## config.mk

```make
export PLATFORM = sky130hd
export DESIGN_NAME = cabe_exec_core
export DESIGN_NICKNAME = d
export VERILOG_FILES = /design/src/cabe_exec_core.v /design/src/cabe_addsub.v
export VERILOG_INCLUDE_DIRS = /design/src /design/src/src
export SDC_FILE = /design/constraint.sdc
export NUM_CORES = 2
export LEC_CHECK = 0
export BUFFER_PORTS_ARGS = -buffer_cell sky130_fd_sc_hd__buf_2
export CORE_ASPECT_RATIO = 2
export CORE_MARGIN = 1.5
export CORE_UTILIZATION = 37
export DETAILED_ROUTE_END_ITERATION = 6
export PLACE_DENSITY_LB_ADDON = 0.08
export RECOVER_POWER = 50
export SLEW_MARGIN = 5
export SYNTH_ARGS = -nofsm -noshare
export SYNTH_HDL_FRONTEND = slang
export SYNTH_SLANG_ARGS = --single-unit
```

## constraint.sdc

```tcl
create_clock -name clk_sys -period 12.79 [get_ports clk_sys]
set_clock_uncertainty 0.15 [all_clocks]
set_input_delay 0.6395 -clock clk_sys [delete_from_list [all_inputs] [get_ports clk_sys]]
set_output_delay 0.6395 -clock clk_sys [all_outputs]
set_load 0.03 [all_outputs]
```

## src/cabe_defines.vh

```
// constants shared by the execution core: register map, fields, codes, cycle counts
`ifndef CABE_DEFINES_VH
`define CABE_DEFINES_VH

// apb register byte offsets
`define CABE_OFS_CMD      8'h00
`define CABE_OFS_STATUS   8'h04
`define CABE_OFS_PCNT     8'h08
`define CABE_OFS_SP       8'h0c
`define CABE_OFS_GPR_SEL  8'h10
`define CABE_OFS_GPR_DATA 8'h14

// command word fields
`define CABE_CMD_OP_LSB   0
`define CABE_CMD_RD_LSB   5
`define CABE_CMD_SRC_LSB  10
`define CABE_CMD_IMM_LSB  16
`define CABE_CMD_WIDE_BIT 28

// status flag positions
`define CABE_FLAG_C 0
`define CABE_FLAG_Z 1
`define CABE_FLAG_N 2
`define CABE_FLAG_V 3
`define CABE_FLAG_S 4
`define CABE_FLAG_H 5
`define CABE_FLAG_I 7
`define CABE_BUSY_BIT 8

// reset values and the all-ones constant
`define CABE_RST_SREG 8'h00
`define CABE_RST_PCNT 16'h0000
`define CABE_RST_SP   4'hf
`define CABE_ALL_ONES 8'hff

// operation codes
`define CABE_OP_ADD   5'h00
`define CABE_OP_ADC   5'h01
`define CABE_OP_WADD  5'h02
`define CABE_OP_SUB   5'h03
`define CABE_OP_SUBK  5'h04
`define CABE_OP_SBW   5'h05
`define CABE_OP_SBWI  5'h06
`define CABE_OP_WSUB  5'h07
`define CABE_OP_AND   5'h08
`define CABE_OP_ANDK  5'h09
`define CABE_OP_OR    5'h0a
`define CABE_OP_ORK   5'h0b
`define CABE_OP_XOR   5'h0c
`define CABE_OP_INV1  5'h0d
`define CABE_OP_INV2  5'h0e
`define CABE_OP_SETM  5'h0f
`define CABE_OP_CLRM  5'h10
`define CABE_OP_CHK   5'h11
`define CABE_OP_CLR   5'h12
`define CABE_OP_ONES  5'h13
`define CABE_OP_RGO   5'h14
`define CABE_OP_PGO   5'h15
`define CABE_OP_RSUB  5'h16
`define CABE_OP_PSUB  5'h17
`define CABE_OP_RET   5'h18
`define CABE_OP_IRET  5'h19
`define CABE_OP_SKIP  5'h1a

// cycle counts
`define CABE_CYC_ALU  2'd1
`define CABE_CYC_WORD 2'd2
`define CABE_CYC_JUMP 2'd2
`define CABE_CYC_CALL 2'd3
`define CABE_CYC_RET  3'd4

`endif

```

## src/cabe_exec_core.v

```verilog
// apb-controlled execution core for arithmetic, logic, jump, call, return and skip
// Function
// [RULE_01] register add stores the 8-bit sum, the carry form adds C, sets Z C N V H, 1 cycle.
// [RULE_02] word add adds the constant to a register pair, sets Z C N V S, 2 cycles.
// [RULE_03] word subtract takes the constant from the pair, writes back, sets Z C N V S, 2 cycles.
// [RULE_04] plain subtract by register or constant stores the difference, sets Z C N V H, 1 cycle.
// [RULE_05] subtract with borrow also takes away C, register and constant forms, 1 cycle.
// [RULE_06] and of register or constant and xor of registers store the result, set Z N V, 1 cycle.
// [RULE_07] or of register or constant stores the result, sets Z N V, 1 cycle.
// [RULE_08] set-mask ors a constant in, clear-mask ands with 0xff minus it, set Z N V, 1 cycle.
// [RULE_09] self check ands a register with itself, leaves it, sets Z N V, 1 cycle.
// [RULE_10] all-ones load writes 0xff with no flag change; clear xors the register with itself.
// [RULE_11] pointer jump loads the counter from the pointer pair, no flags, 2 cycles.
// [RULE_12] pointer call pushes the return address, loads the pointer pair, no flags, 3 cycles.
// [RULE_13] equal skip advances past the next instruction by 2 or 3 words, no flags, 1/2/3 cycles.
// [RULE_14] relative jump and call go to counter plus offset plus one; call pushes; 2 and 3 cycles.
// [RULE_15] return and interrupt return pop the counter in 4 cycles; the latter sets I.
// [RULE_16] ones invert is 0xff minus value, twos invert is 0x00 minus value with H, 1 cycle.
//
// Local design decisions: register access over APB and the register addresses.
`timescale 1ns/100ps
`default_nettype none
`include "cabe_defines.vh"
module cabe_exec_core (
   input  wire        clk_sys,
   input  wire        rst_b,
   input  wire        psel,
   input  wire        penable,
   input  wire        pwrite,
   input  wire [7:0]  paddr,
   input  wire [31:0] pwdata,
   output reg  [31:0] prdata,
   output reg         pready,
   output reg         pslverr
);
   reg  [7:0]  gpr [0:31];
   reg  [15:0] stackMem [0:15];
   reg  [15:0] programCounter;
   reg  [3:0]  stackPtr;
   reg  [7:0]  sreg;
   reg  [31:0] cmdReg;
   reg         busy;
   reg  [2:0]  cycLeft;
   reg  [4:0]  gprSel;
   integer     i;

   ////////////////////////////////////////////////////////////////////////////
   // command decode
   wire [4:0]  op      = cmdReg[`CABE_CMD_OP_LSB +: 5];
   wire [4:0]  rd      = cmdReg[`CABE_CMD_RD_LSB +: 5];
   wire [4:0]  srcIdx  = cmdReg[`CABE_CMD_SRC_LSB +: 5];
   wire [11:0] imm     = cmdReg[`CABE_CMD_IMM_LSB +: 12];
   wire [4:0]  rdHigh  = {rd[4:1], 1'b1};
   wire [4:0]  rdLow   = {rd[4:1], 1'b0};
   wire [7:0]  valRd   = gpr[rd];
   wire [7:0]  valSrc  = gpr[srcIdx];
   wire [15:0] pairVal = {gpr[rdHigh], gpr[rdLow]};
   wire [15:0] ptrPair = {gpr[5'd31], gpr[5'd30]};
   wire [15:0] pcNext  = programCounter + 16'h0001;
   wire [15:0] relDest = pcNext + {{4{imm[11]}}, imm};
   wire [3:0]  spUp    = stackPtr + 4'h1;

   reg  [7:0]  aluA;
   reg  [7:0]  aluB;
   reg         aluCin;
   reg         aluSub;
   wire [7:0]  aluRes;
   wire        aluC;
   wire        aluH;
   wire        aluV;

   cabe_addsub u_addsub (
      .opA      (aluA),
      .opB      (aluB),
      .carryIn  (aluCin),
      .subtract (aluSub),
      .result   (aluRes),
      .carryOut (aluC),
      .halfOut  (aluH),
      .overOut  (aluV)
   );

   always @* begin
      aluA   = valRd;
      aluB   = valSrc;
      aluCin = 1'b0;
      aluSub = 1'b0;
      case (op)
         `CABE_OP_ADC: aluCin = sreg[`CABE_FLAG_C];
         `CABE_OP_SUB: aluSub = 1'b1;
         `CABE_OP_SUBK: begin
            aluSub = 1'b1;
            aluB   = imm[7:0];
         end
         `CABE_OP_SBW: begin
            aluSub = 1'b1;
            aluCin = sreg[`CABE_FLAG_C];
         end
         `CABE_OP_SBWI: begin
            aluSub = 1'b1;
            aluCin = sreg[`CABE_FLAG_C];
            aluB   = imm[7:0];
         end
         `CABE_OP_INV2: begin
            aluSub = 1'b1;
            aluA   = 8'h00;
            aluB   = valRd;
         end
         default: aluCin = 1'b0;
      endcase
   end

   ////////////////////////////////////////////////////////////////////////////
   // word arithmetic on the register pair
   wire        wordSub  = (op == `CABE_OP_WSUB);
   wire [15:0] wordRes  = wordSub ? (pairVal - {10'h000, imm[5:0]})
                                  : (pairVal + {10'h000, imm[5:0]});
   wire        wordV    = wordSub ? (pairVal[15] & ~wordRes[15])
                                  : (~pairVal[15] & wordRes[15]);
   wire        wordC    = wordSub ? (wordRes[15] & ~pairVal[15])
                                  : (~wordRes[15] & pairVal[15]);

   ////////////////////////////////////////////////////////////////////////////
   // result and flag selection
   reg  [7:0]  next_res;
   reg         next_wrRd;
   reg         next_wrPair;
   reg  [7:0]  next_sreg;
   reg  [15:0] next_pc;
   reg         next_push;
   reg         next_pop;
   reg  [7:0]  logicRes;
   reg         logicFlags;

   always @* begin
      next_res    = 8'h00;
      next_wrRd   = 1'b0;
      next_wrPair = 1'b0;
      next_sreg   = sreg;
      next_pc     = pcNext;
      next_push   = 1'b0;
      next_pop    = 1'b0;
      logicRes    = 8'h00;
      logicFlags  = 1'b0;
      case (op)
         `CABE_OP_ADD, `CABE_OP_ADC, `CABE_OP_SUB, `CABE_OP_SUBK,
         `CABE_OP_SBW, `CABE_OP_SBWI, `CABE_OP_INV2: begin
            next_res  = aluRes;  // see [RULE_01] see [RULE_04] see [RULE_05] see [RULE_16]
            next_wrRd = 1'b1;
            next_sreg[`CABE_FLAG_Z] = (aluRes == 8'h00);
            next_sreg[`CABE_FLAG_C] = aluC;
            next_sreg[`CABE_FLAG_N] = aluRes[7];
            next_sreg[`CABE_FLAG_V] = aluV;
            next_sreg[`CABE_FLAG_H] = aluH;
         end
         `CABE_OP_WADD, `CABE_OP_WSUB: begin
            next_wrPair = 1'b1;  // see [RULE_02] see [RULE_03]
            next_sreg[`CABE_FLAG_Z] = (wordRes == 16'h0000);
            next_sreg[`CABE_FLAG_C] = wordC;
            next_sreg[`CABE_FLAG_N] = wordRes[15];
            next_sreg[`CABE_FLAG_V] = wordV;
            next_sreg[`CABE_FLAG_S] = wordRes[15] ^ wordV;
         end
         `CABE_OP_AND: begin
            logicRes   = valRd & valSrc;  // see [RULE_06]
            logicFlags = 1'b1;
            next_wrRd  = 1'b1;
         end
         `CABE_OP_ANDK: begin
            logicRes   = valRd & imm[7:0];  // see [RULE_06]
            logicFlags = 1'b1;
            next_wrRd  = 1'b1;
         end
         `CABE_OP_XOR: begin
            logicRes   = valRd ^ valSrc;  // see [RULE_06]
            logicFlags = 1'b1;
            next_wrRd  = 1'b1;
         end
         `CABE_OP_OR: begin
            logicRes   = valRd | valSrc;  // see [RULE_07]
            logicFlags = 1'b1;
            next_wrRd  = 1'b1;
         end
         `CABE_OP_ORK, `CABE_OP_SETM: begin
            logicRes   = valRd | imm[7:0];  // see [RULE_07] see [RULE_08]
            logicFlags = 1'b1;
            next_wrRd  = 1'b1;
         end
         `CABE_OP_CLRM: begin
            logicRes   = valRd & (`CABE_ALL_ONES - imm[7:0]);  // see [RULE_08]
            logicFlags = 1'b1;
            next_wrRd  = 1'b1;
         end
         `CABE_OP_CHK: begin
            logicRes   = valRd & valRd;  // see [RULE_09]
            logicFlags = 1'b1;
         end
         `CABE_OP_CLR: begin
            logicRes   = valRd ^ valRd;  // see [RULE_10]
            logicFlags = 1'b1;
            next_wrRd  = 1'b1;
         end
         `CABE_OP_INV1: begin
            logicRes   = `CABE_ALL_ONES - valRd;  // see [RULE_16]
            logicFlags = 1'b1;
            next_wrRd  = 1'b1;
            next_sreg[`CABE_FLAG_C] = 1'b1;
         end
         `CABE_OP_ONES: begin
            next_res  = `CABE_ALL_ONES;  // see [RULE_10]
            next_wrRd = 1'b1;
         end
         `CABE_OP_RGO: next_pc = relDest;  // see [RULE_14]
         `CABE_OP_RSUB: begin
            next_pc   = relDest;  // see [RULE_14]
            next_push = 1'b1;
         end
         `CABE_OP_PGO: next_pc = ptrPair;  // see [RULE_11]
         `CABE_OP_PSUB: begin
            next_pc   = ptrPair;  // see [RULE_12]
            next_push = 1'b1;
         end
         `CABE_OP_RET: begin
            next_pc  = stackMem[spUp];  // see [RULE_15]
            next_pop = 1'b1;
         end
         `CABE_OP_IRET: begin
            next_pc  = stackMem[spUp];  // see [RULE_15]
            next_pop = 1'b1;
            next_sreg[`CABE_FLAG_I] = 1'b1;
         end
         `CABE_OP_SKIP: begin
            if (valRd == valSrc) begin
               next_pc = cmdReg[`CABE_CMD_WIDE_BIT] ? programCounter + 16'h0003
                                                    : programCounter + 16'h0002;  // see [RULE_13]
            end
         end
         default: next_pc = pcNext;
      endcase
      if (logicFlags) begin
         next_res = logicRes;
         next_sreg[`CABE_FLAG_Z] = (logicRes == 8'h00);
         next_sreg[`CABE_FLAG_N] = logicRes[7];
         next_sreg[`CABE_FLAG_V] = 1'b0;
      end
   end

   ////////////////////////////////////////////////////////////////////////////
   // cycle count of an incoming command
   wire [4:0] inOp  = pwdata[`CABE_CMD_OP_LSB +: 5];
   wire [4:0] inRd  = pwdata[`CABE_CMD_RD_LSB +: 5];
   wire [4:0] inSrc = pwdata[`CABE_CMD_SRC_LSB +: 5];
   reg  [2:0] inCyc;

   always @* begin
      case (inOp)
         `CABE_OP_WADD, `CABE_OP_WSUB: inCyc = {1'b0, `CABE_CYC_WORD};  // see [RULE_02]
         `CABE_OP_RGO, `CABE_OP_PGO:   inCyc = {1'b0, `CABE_CYC_JUMP};  // see [RULE_11]
         `CABE_OP_RSUB, `CABE_OP_PSUB: inCyc = {1'b0, `CABE_CYC_CALL};  // see [RULE_12]
         `CABE_OP_RET, `CABE_OP_IRET:  inCyc = `CABE_CYC_RET;  // see [RULE_15]
         `CABE_OP_SKIP: begin
            if (gpr[inRd] != gpr[inSrc])
               inCyc = 3'd1;
            else if (pwdata[`CABE_CMD_WIDE_BIT])
               inCyc = 3'd3;
            else
               inCyc = 3'd2;  // see [RULE_13]
         end
         default: inCyc = {1'b0, `CABE_CYC_ALU};
      endcase
   end

   ////////////////////////////////////////////////////////////////////////////
   // apb slave
   wire access  = psel & penable;
   // writes wait while a command runs so no operand changes under it
   wire canTake = ~(pwrite & busy);
   wire wrDone  = access & pready & pwrite & ~pslverr;
   wire known   = (paddr == `CABE_OFS_CMD) || (paddr == `CABE_OFS_STATUS) ||
                  (paddr == `CABE_OFS_PCNT) || (paddr == `CABE_OFS_SP) ||
                  (paddr == `CABE_OFS_GPR_SEL) || (paddr == `CABE_OFS_GPR_DATA);
   reg  [31:0] rdMux;

   always @* begin
      case (paddr)
         `CABE_OFS_CMD:      rdMux = cmdReg;
         `CABE_OFS_STATUS:   rdMux = {23'h000000, busy, sreg};
         `CABE_OFS_PCNT:     rdMux = {16'h0000, programCounter};
         `CABE_OFS_SP:       rdMux = {28'h0000000, stackPtr};
         `CABE_OFS_GPR_SEL:  rdMux = {27'h0000000, gprSel};
         `CABE_OFS_GPR_DATA: rdMux = {24'h000000, gpr[gprSel]};
         default:            rdMux = 32'h00000000;
      endcase
   end

   always @(posedge clk_sys or negedge rst_b) begin
      if (!rst_b) begin
         pready  <= 1'b0;
         pslverr <= 1'b0;
         prdata  <= 32'h00000000;
      end else if (access && !pready && canTake) begin
         pready  <= 1'b1;
         pslverr <= ~known;
         prdata  <= pwrite ? 32'h00000000 : rdMux;
      end else begin
         pready  <= 1'b0;
         pslverr <= 1'b0;
      end
   end

   ////////////////////////////////////////////////////////////////////////////
   // architectural state
   wire execNow = busy && (cycLeft == 3'd1);

   always @(posedge clk_sys or negedge rst_b) begin
      if (!rst_b) begin
         for (i = 0; i < 32; i = i + 1)
            gpr[i] <= 8'h00;
         for (i = 0; i < 16; i = i + 1)
            stackMem[i] <= 16'h0000;
         programCounter <= `CABE_RST_PCNT;
         stackPtr       <= `CABE_RST_SP;
         sreg           <= `CABE_RST_SREG;
         cmdReg         <= 32'h00000000;
         busy           <= 1'b0;
         cycLeft        <= 3'd0;
         gprSel         <= 5'h00;
      end else if (wrDone) begin
         case (paddr)
            `CABE_OFS_CMD: begin
               cmdReg  <= pwdata;
               busy    <= 1'b1;
               cycLeft <= inCyc;
            end
            `CABE_OFS_STATUS:   sreg           <= pwdata[7:0];
            `CABE_OFS_PCNT:     programCounter <= pwdata[15:0];
            `CABE_OFS_SP:       stackPtr       <= pwdata[3:0];
            `CABE_OFS_GPR_SEL:  gprSel         <= pwdata[4:0];
            `CABE_OFS_GPR_DATA: gpr[gprSel]    <= pwdata[7:0];
            default:            gprSel         <= gprSel;
         endcase
      end else if (busy) begin
         cycLeft <= cycLeft - 3'd1;
         if (execNow) begin
            busy           <= 1'b0;
            sreg           <= next_sreg;
            programCounter <= next_pc;
            if (next_wrRd)
               gpr[rd] <= next_res;
            if (next_wrPair) begin
               gpr[rdLow]  <= wordRes[7:0];
               gpr[rdHigh] <= wordRes[15:8];
            end
            if (next_push) begin
               stackMem[stackPtr] <= pcNext;  // see [RULE_12] see [RULE_14]
               stackPtr           <= stackPtr - 4'h1;
            end
            if (next_pop)
               stackPtr <= spUp;  // see [RULE_15]
         end
      end
   end
endmodule // cabe_exec_core
`default_nettype wire

```

## src/cabe_addsub.v

```verilog
// 8-bit adder/subtractor with carry, half-carry and overflow
`timescale 1ns/100ps
`default_nettype none
module cabe_addsub (
   input  wire [7:0] opA,
   input  wire [7:0] opB,
   input  wire       carryIn,
   input  wire       subtract,
   output wire [7:0] result,
   output wire       carryOut,
   output wire       halfOut,
   output wire       overOut
);
   wire [8:0] full;
   wire [4:0] nib;
   assign full = subtract ? ({1'b0, opA} - {1'b0, opB} - {8'h00, carryIn})
                          : ({1'b0, opA} + {1'b0, opB} + {8'h00, carryIn});
   assign nib  = subtract ? ({1'b0, opA[3:0]} - {1'b0, opB[3:0]} - {4'h0, carryIn})
                          : ({1'b0, opA[3:0]} + {1'b0, opB[3:0]} + {4'h0, carryIn});
   assign result   = full[7:0];
   // for subtraction these are borrows
   assign carryOut = full[8];
   assign halfOut  = nib[4];
   assign overOut  = subtract ? ((opA[7] != opB[7]) && (full[7] != opA[7]))
                              : ((opA[7] == opB[7]) && (full[7] != opA[7]));
endmodule // cabe_addsub
`default_nettype wire

```

==> metrics.csv <==
metric;value;unit
cts_hold_buf;2;
dieArea;133100;um2
hold_violations;0;
regArea;15420;um2
async_flop_share;1.000;
final_cell_mix;602 x dfrtp_1, 534 x o21ai_0, 530 x nor2_1, 495 x nand2_1, 448 x a21oi_1;
p_per_area;83.40;nW/um2
htreeDepth;3;
syn_area_per_cell;9.447;um2
drt-total-wl;263600;um
slowest_delay;4.40;ns
post_drt_via_cell_ratio;6.818;
worstPathArrival;8.50;ns
drt_first_pass_iters;7;
postLayoutSetupSlackWorst;4.129;ns
io_buffers;78;
tritoncts;built;
cts_root_buf;clkbuf_16;
synth_cell_types;87;
gp_congestion;1.021;
tightest_slew;6.344;ns
hold_path.class;input pin to register;
dpl_worst_slack;5.065;ns
crit_chain;dlygate4sd3_1 > clkbuf_1 > clkbuf_1;
synth-warning-count;0;
synth-edff-count;0;
rows;187;
setup_viol;0;
cp-start-kind;input pin;
drt_iter0_drc;4549;
p_total;4.422;mW
grt_overflow;0;
start_util;0.3726;
place_inst;6602;
cp.required;12.63;ns
final_common_cell;dfrtp_1;
drc;1;
grt_usage;0.3981;
final.setup.tns;0;ns
final_cells;6743;
num-nets-final;5086;
finalMaxSlewViolations;610;
fmax;115.5;MHz
slew_headroom;-3.230;
finalCriticalPeriod;8.661;ns
drive_gt1_frac;0.1881;
grt_pass1_vias;45460;
fill_cells;12860;
cts_sinks;615;
failed_checks;DRC, capacitance limit, slew limit;
ys_seq_area_frac;0.3182;
use_met1;0.3781;
die_h;514.4;um
hpwl;190900;um
rsz0062_at_grt;no;
syn_area;48390;um2
critPathCaptureType;async pin;
antenna_left;0;
path_max_fanout;103;
core;129900;um2
path_class;input pin to async pin;
busiest_layer;met2;
met3_usage;0.09458;
vias;45980;
cap_viol_max_count;13;
grt_pass1_wl;367800;um
cts_setup_buffers;0;
synth_flop_cell;dfrtp_1;
cts_buffer_depth;3;
p_leak;20.63;nW
postSynthCellCount;5122;
clk_pin_slew;0.07;ns
antenna_found_initial;26;
wire_per_inst;39.09;um
status;finished with violations;
crit_path_frequent_cell;clkbuf_1;
fin_crit_sh;0.6772;
ios;79;
critPathSlowestCell;clkbuf_1;
cts_resized;0;
clock_latency;0.72;ns
multi_input_area;30870;um2
ys_ff_latch;615;
area_growth;9.578;%
ir_drop;0.1233;mV
die_width;258.7;um
synth_nets;5235;
grt_max_degree;158;
cts_made_buffers;68;
met2_usage;0.6592;
## final timing paths
| check | from | end | slack (ns) | depth (start not counted) |
|---|---|---|---|---|
| max in group clk_sys | cmdReg[6] | gpr[246] | 4.53 | 20 |
| worst min-delay path | pwdata[21] | cmdReg[21] | 0.02 | 3 |
| worst min register to register | stackMem[78] | stackMem[78] | 0.33 | 2 |
| worst max register to register | cmdReg[6] | gpr[246] | 4.53 | 20 |
| worst max-delay path | rst_b | gpr[214] | 4.13 | 3 |
| min in group asynchronous | rst_b | cmdReg[9] | 2.73 | 2 |
## logic make-up (layout without fill, tap and decap cells)
| logic type | Yosys count | count (layout) | share of synthesized area |
|---|---|---|---|
| simple gates | 1370 | 1370 | 0.1220 |
| xor+xnor | 82 | 82 | 0.01500 |
| buf+inv | 602 | 504 | 0.05060 |
| compound gates | 1708 | 1708 | 0.2195 |
| flops | 615 | 615 | 0.3182 |
| mux | 677 | 677 | 0.2562 |
| fa+ha+maj | 68 | 68 | 0.01851 |
| other cells | 0 | 18 | 0 |
## cells in the mapped netlist (29+ instances only)
master / n / area share
mux2i_1: 163 / 0.034
a32o_1: 33 / 0.0068
o211ai_1: 29 / 0.0045
buf_1: 54 / 0.0042
o21ai_0: 536 / 0.055
ha_1: 62 / 0.016
a31oi_1: 62 / 0.0080
mux4_2: 434 / 0.20
nor2b_1: 36 / 0.0047
a221oi_1: 51 / 0.0092
clkbuf_1: 392 / 0.030
nor2_1: 558 / 0.043
nand2_1: 495 / 0.038
buf_2: 37 / 0.0038
nor3_1: 41 / 0.0042
a21oi_1: 450 / 0.047
mux2_2: 74 / 0.017
inv_1: 96 / 0.0074
xnor2_1: 52 / 0.0094
xor2_1: 29 / 0.0052
nand4_1: 41 / 0.0053
dfrtp_1: 611 / 0.32
a22oi_1: 123 / 0.019
nand3_1: 79 / 0.0082
a211oi_1: 171 / 0.027
a22o_1: 30 / 0.0054
o221ai_1: 35 / 0.0063
## where the power goes
| group | total, mW | switching, mW | internal [mW] | leakage [nW] |
|---|---|---|---|---|
| Sequential | 1.98 | 0.0270 | 1.95 | 8.32 |
| Combinational | 0.292 | 0.197 | 0.0953 | 11.2 |
| Clock | 2.15 | 0.981 | 1.17 | 1.12 |
| Total | 4.42 | 1.21 | 3.22 | 20.6 |
## worst max-delay path: cells and delay by family
family                 cells  cell delay, ns
buffers and inverters      3            7.69
## metrics by stage
step                      hold slack [ns]    util  cell area [um2]
after global routing              0.01590  0.4080            52980
final                             0.01573  0.4083            53020
after floorplan                    0.1939       -            48390
after detailed placement           0.3150  0.3910            50770
after CTS                        0.003697  0.4087            53080
after global placement             0.3065  0.3910            50770
## state kept, by name, indices dropped and copies added, names as in the netlist, 3 cells and up
name and cells:
sreg 8, prdata 32, stackPtr 4, cycLeft 3, stackMem 256, gpr 256, programCounter 16, gprSel 5
cmdReg 32
## area by class of cell
class / instances / area share
flip-flops and latches: 615 / 0.2909
repair buffers: 285 / 0.03589
inverters: 98 / 0.006938
multi-input cells: 3905 / 0.5822
diodes: 18 / 0.0008495
clock inverters: 28 / 0.006938
clock buffers: 93 / 0.03615
well taps: 1701 / 0.04014
## per-layer routing
metal	wire length, um	share of wire	vias up
li1	-	-	19130
met1	79190	0.30	22810
met2	127400	0.48	2792
met3	19130	0.073	1239
met4	37690	0.14	16
met5	116	0.00044	-
Note: power is estimated with default switching activity, not from simulation.
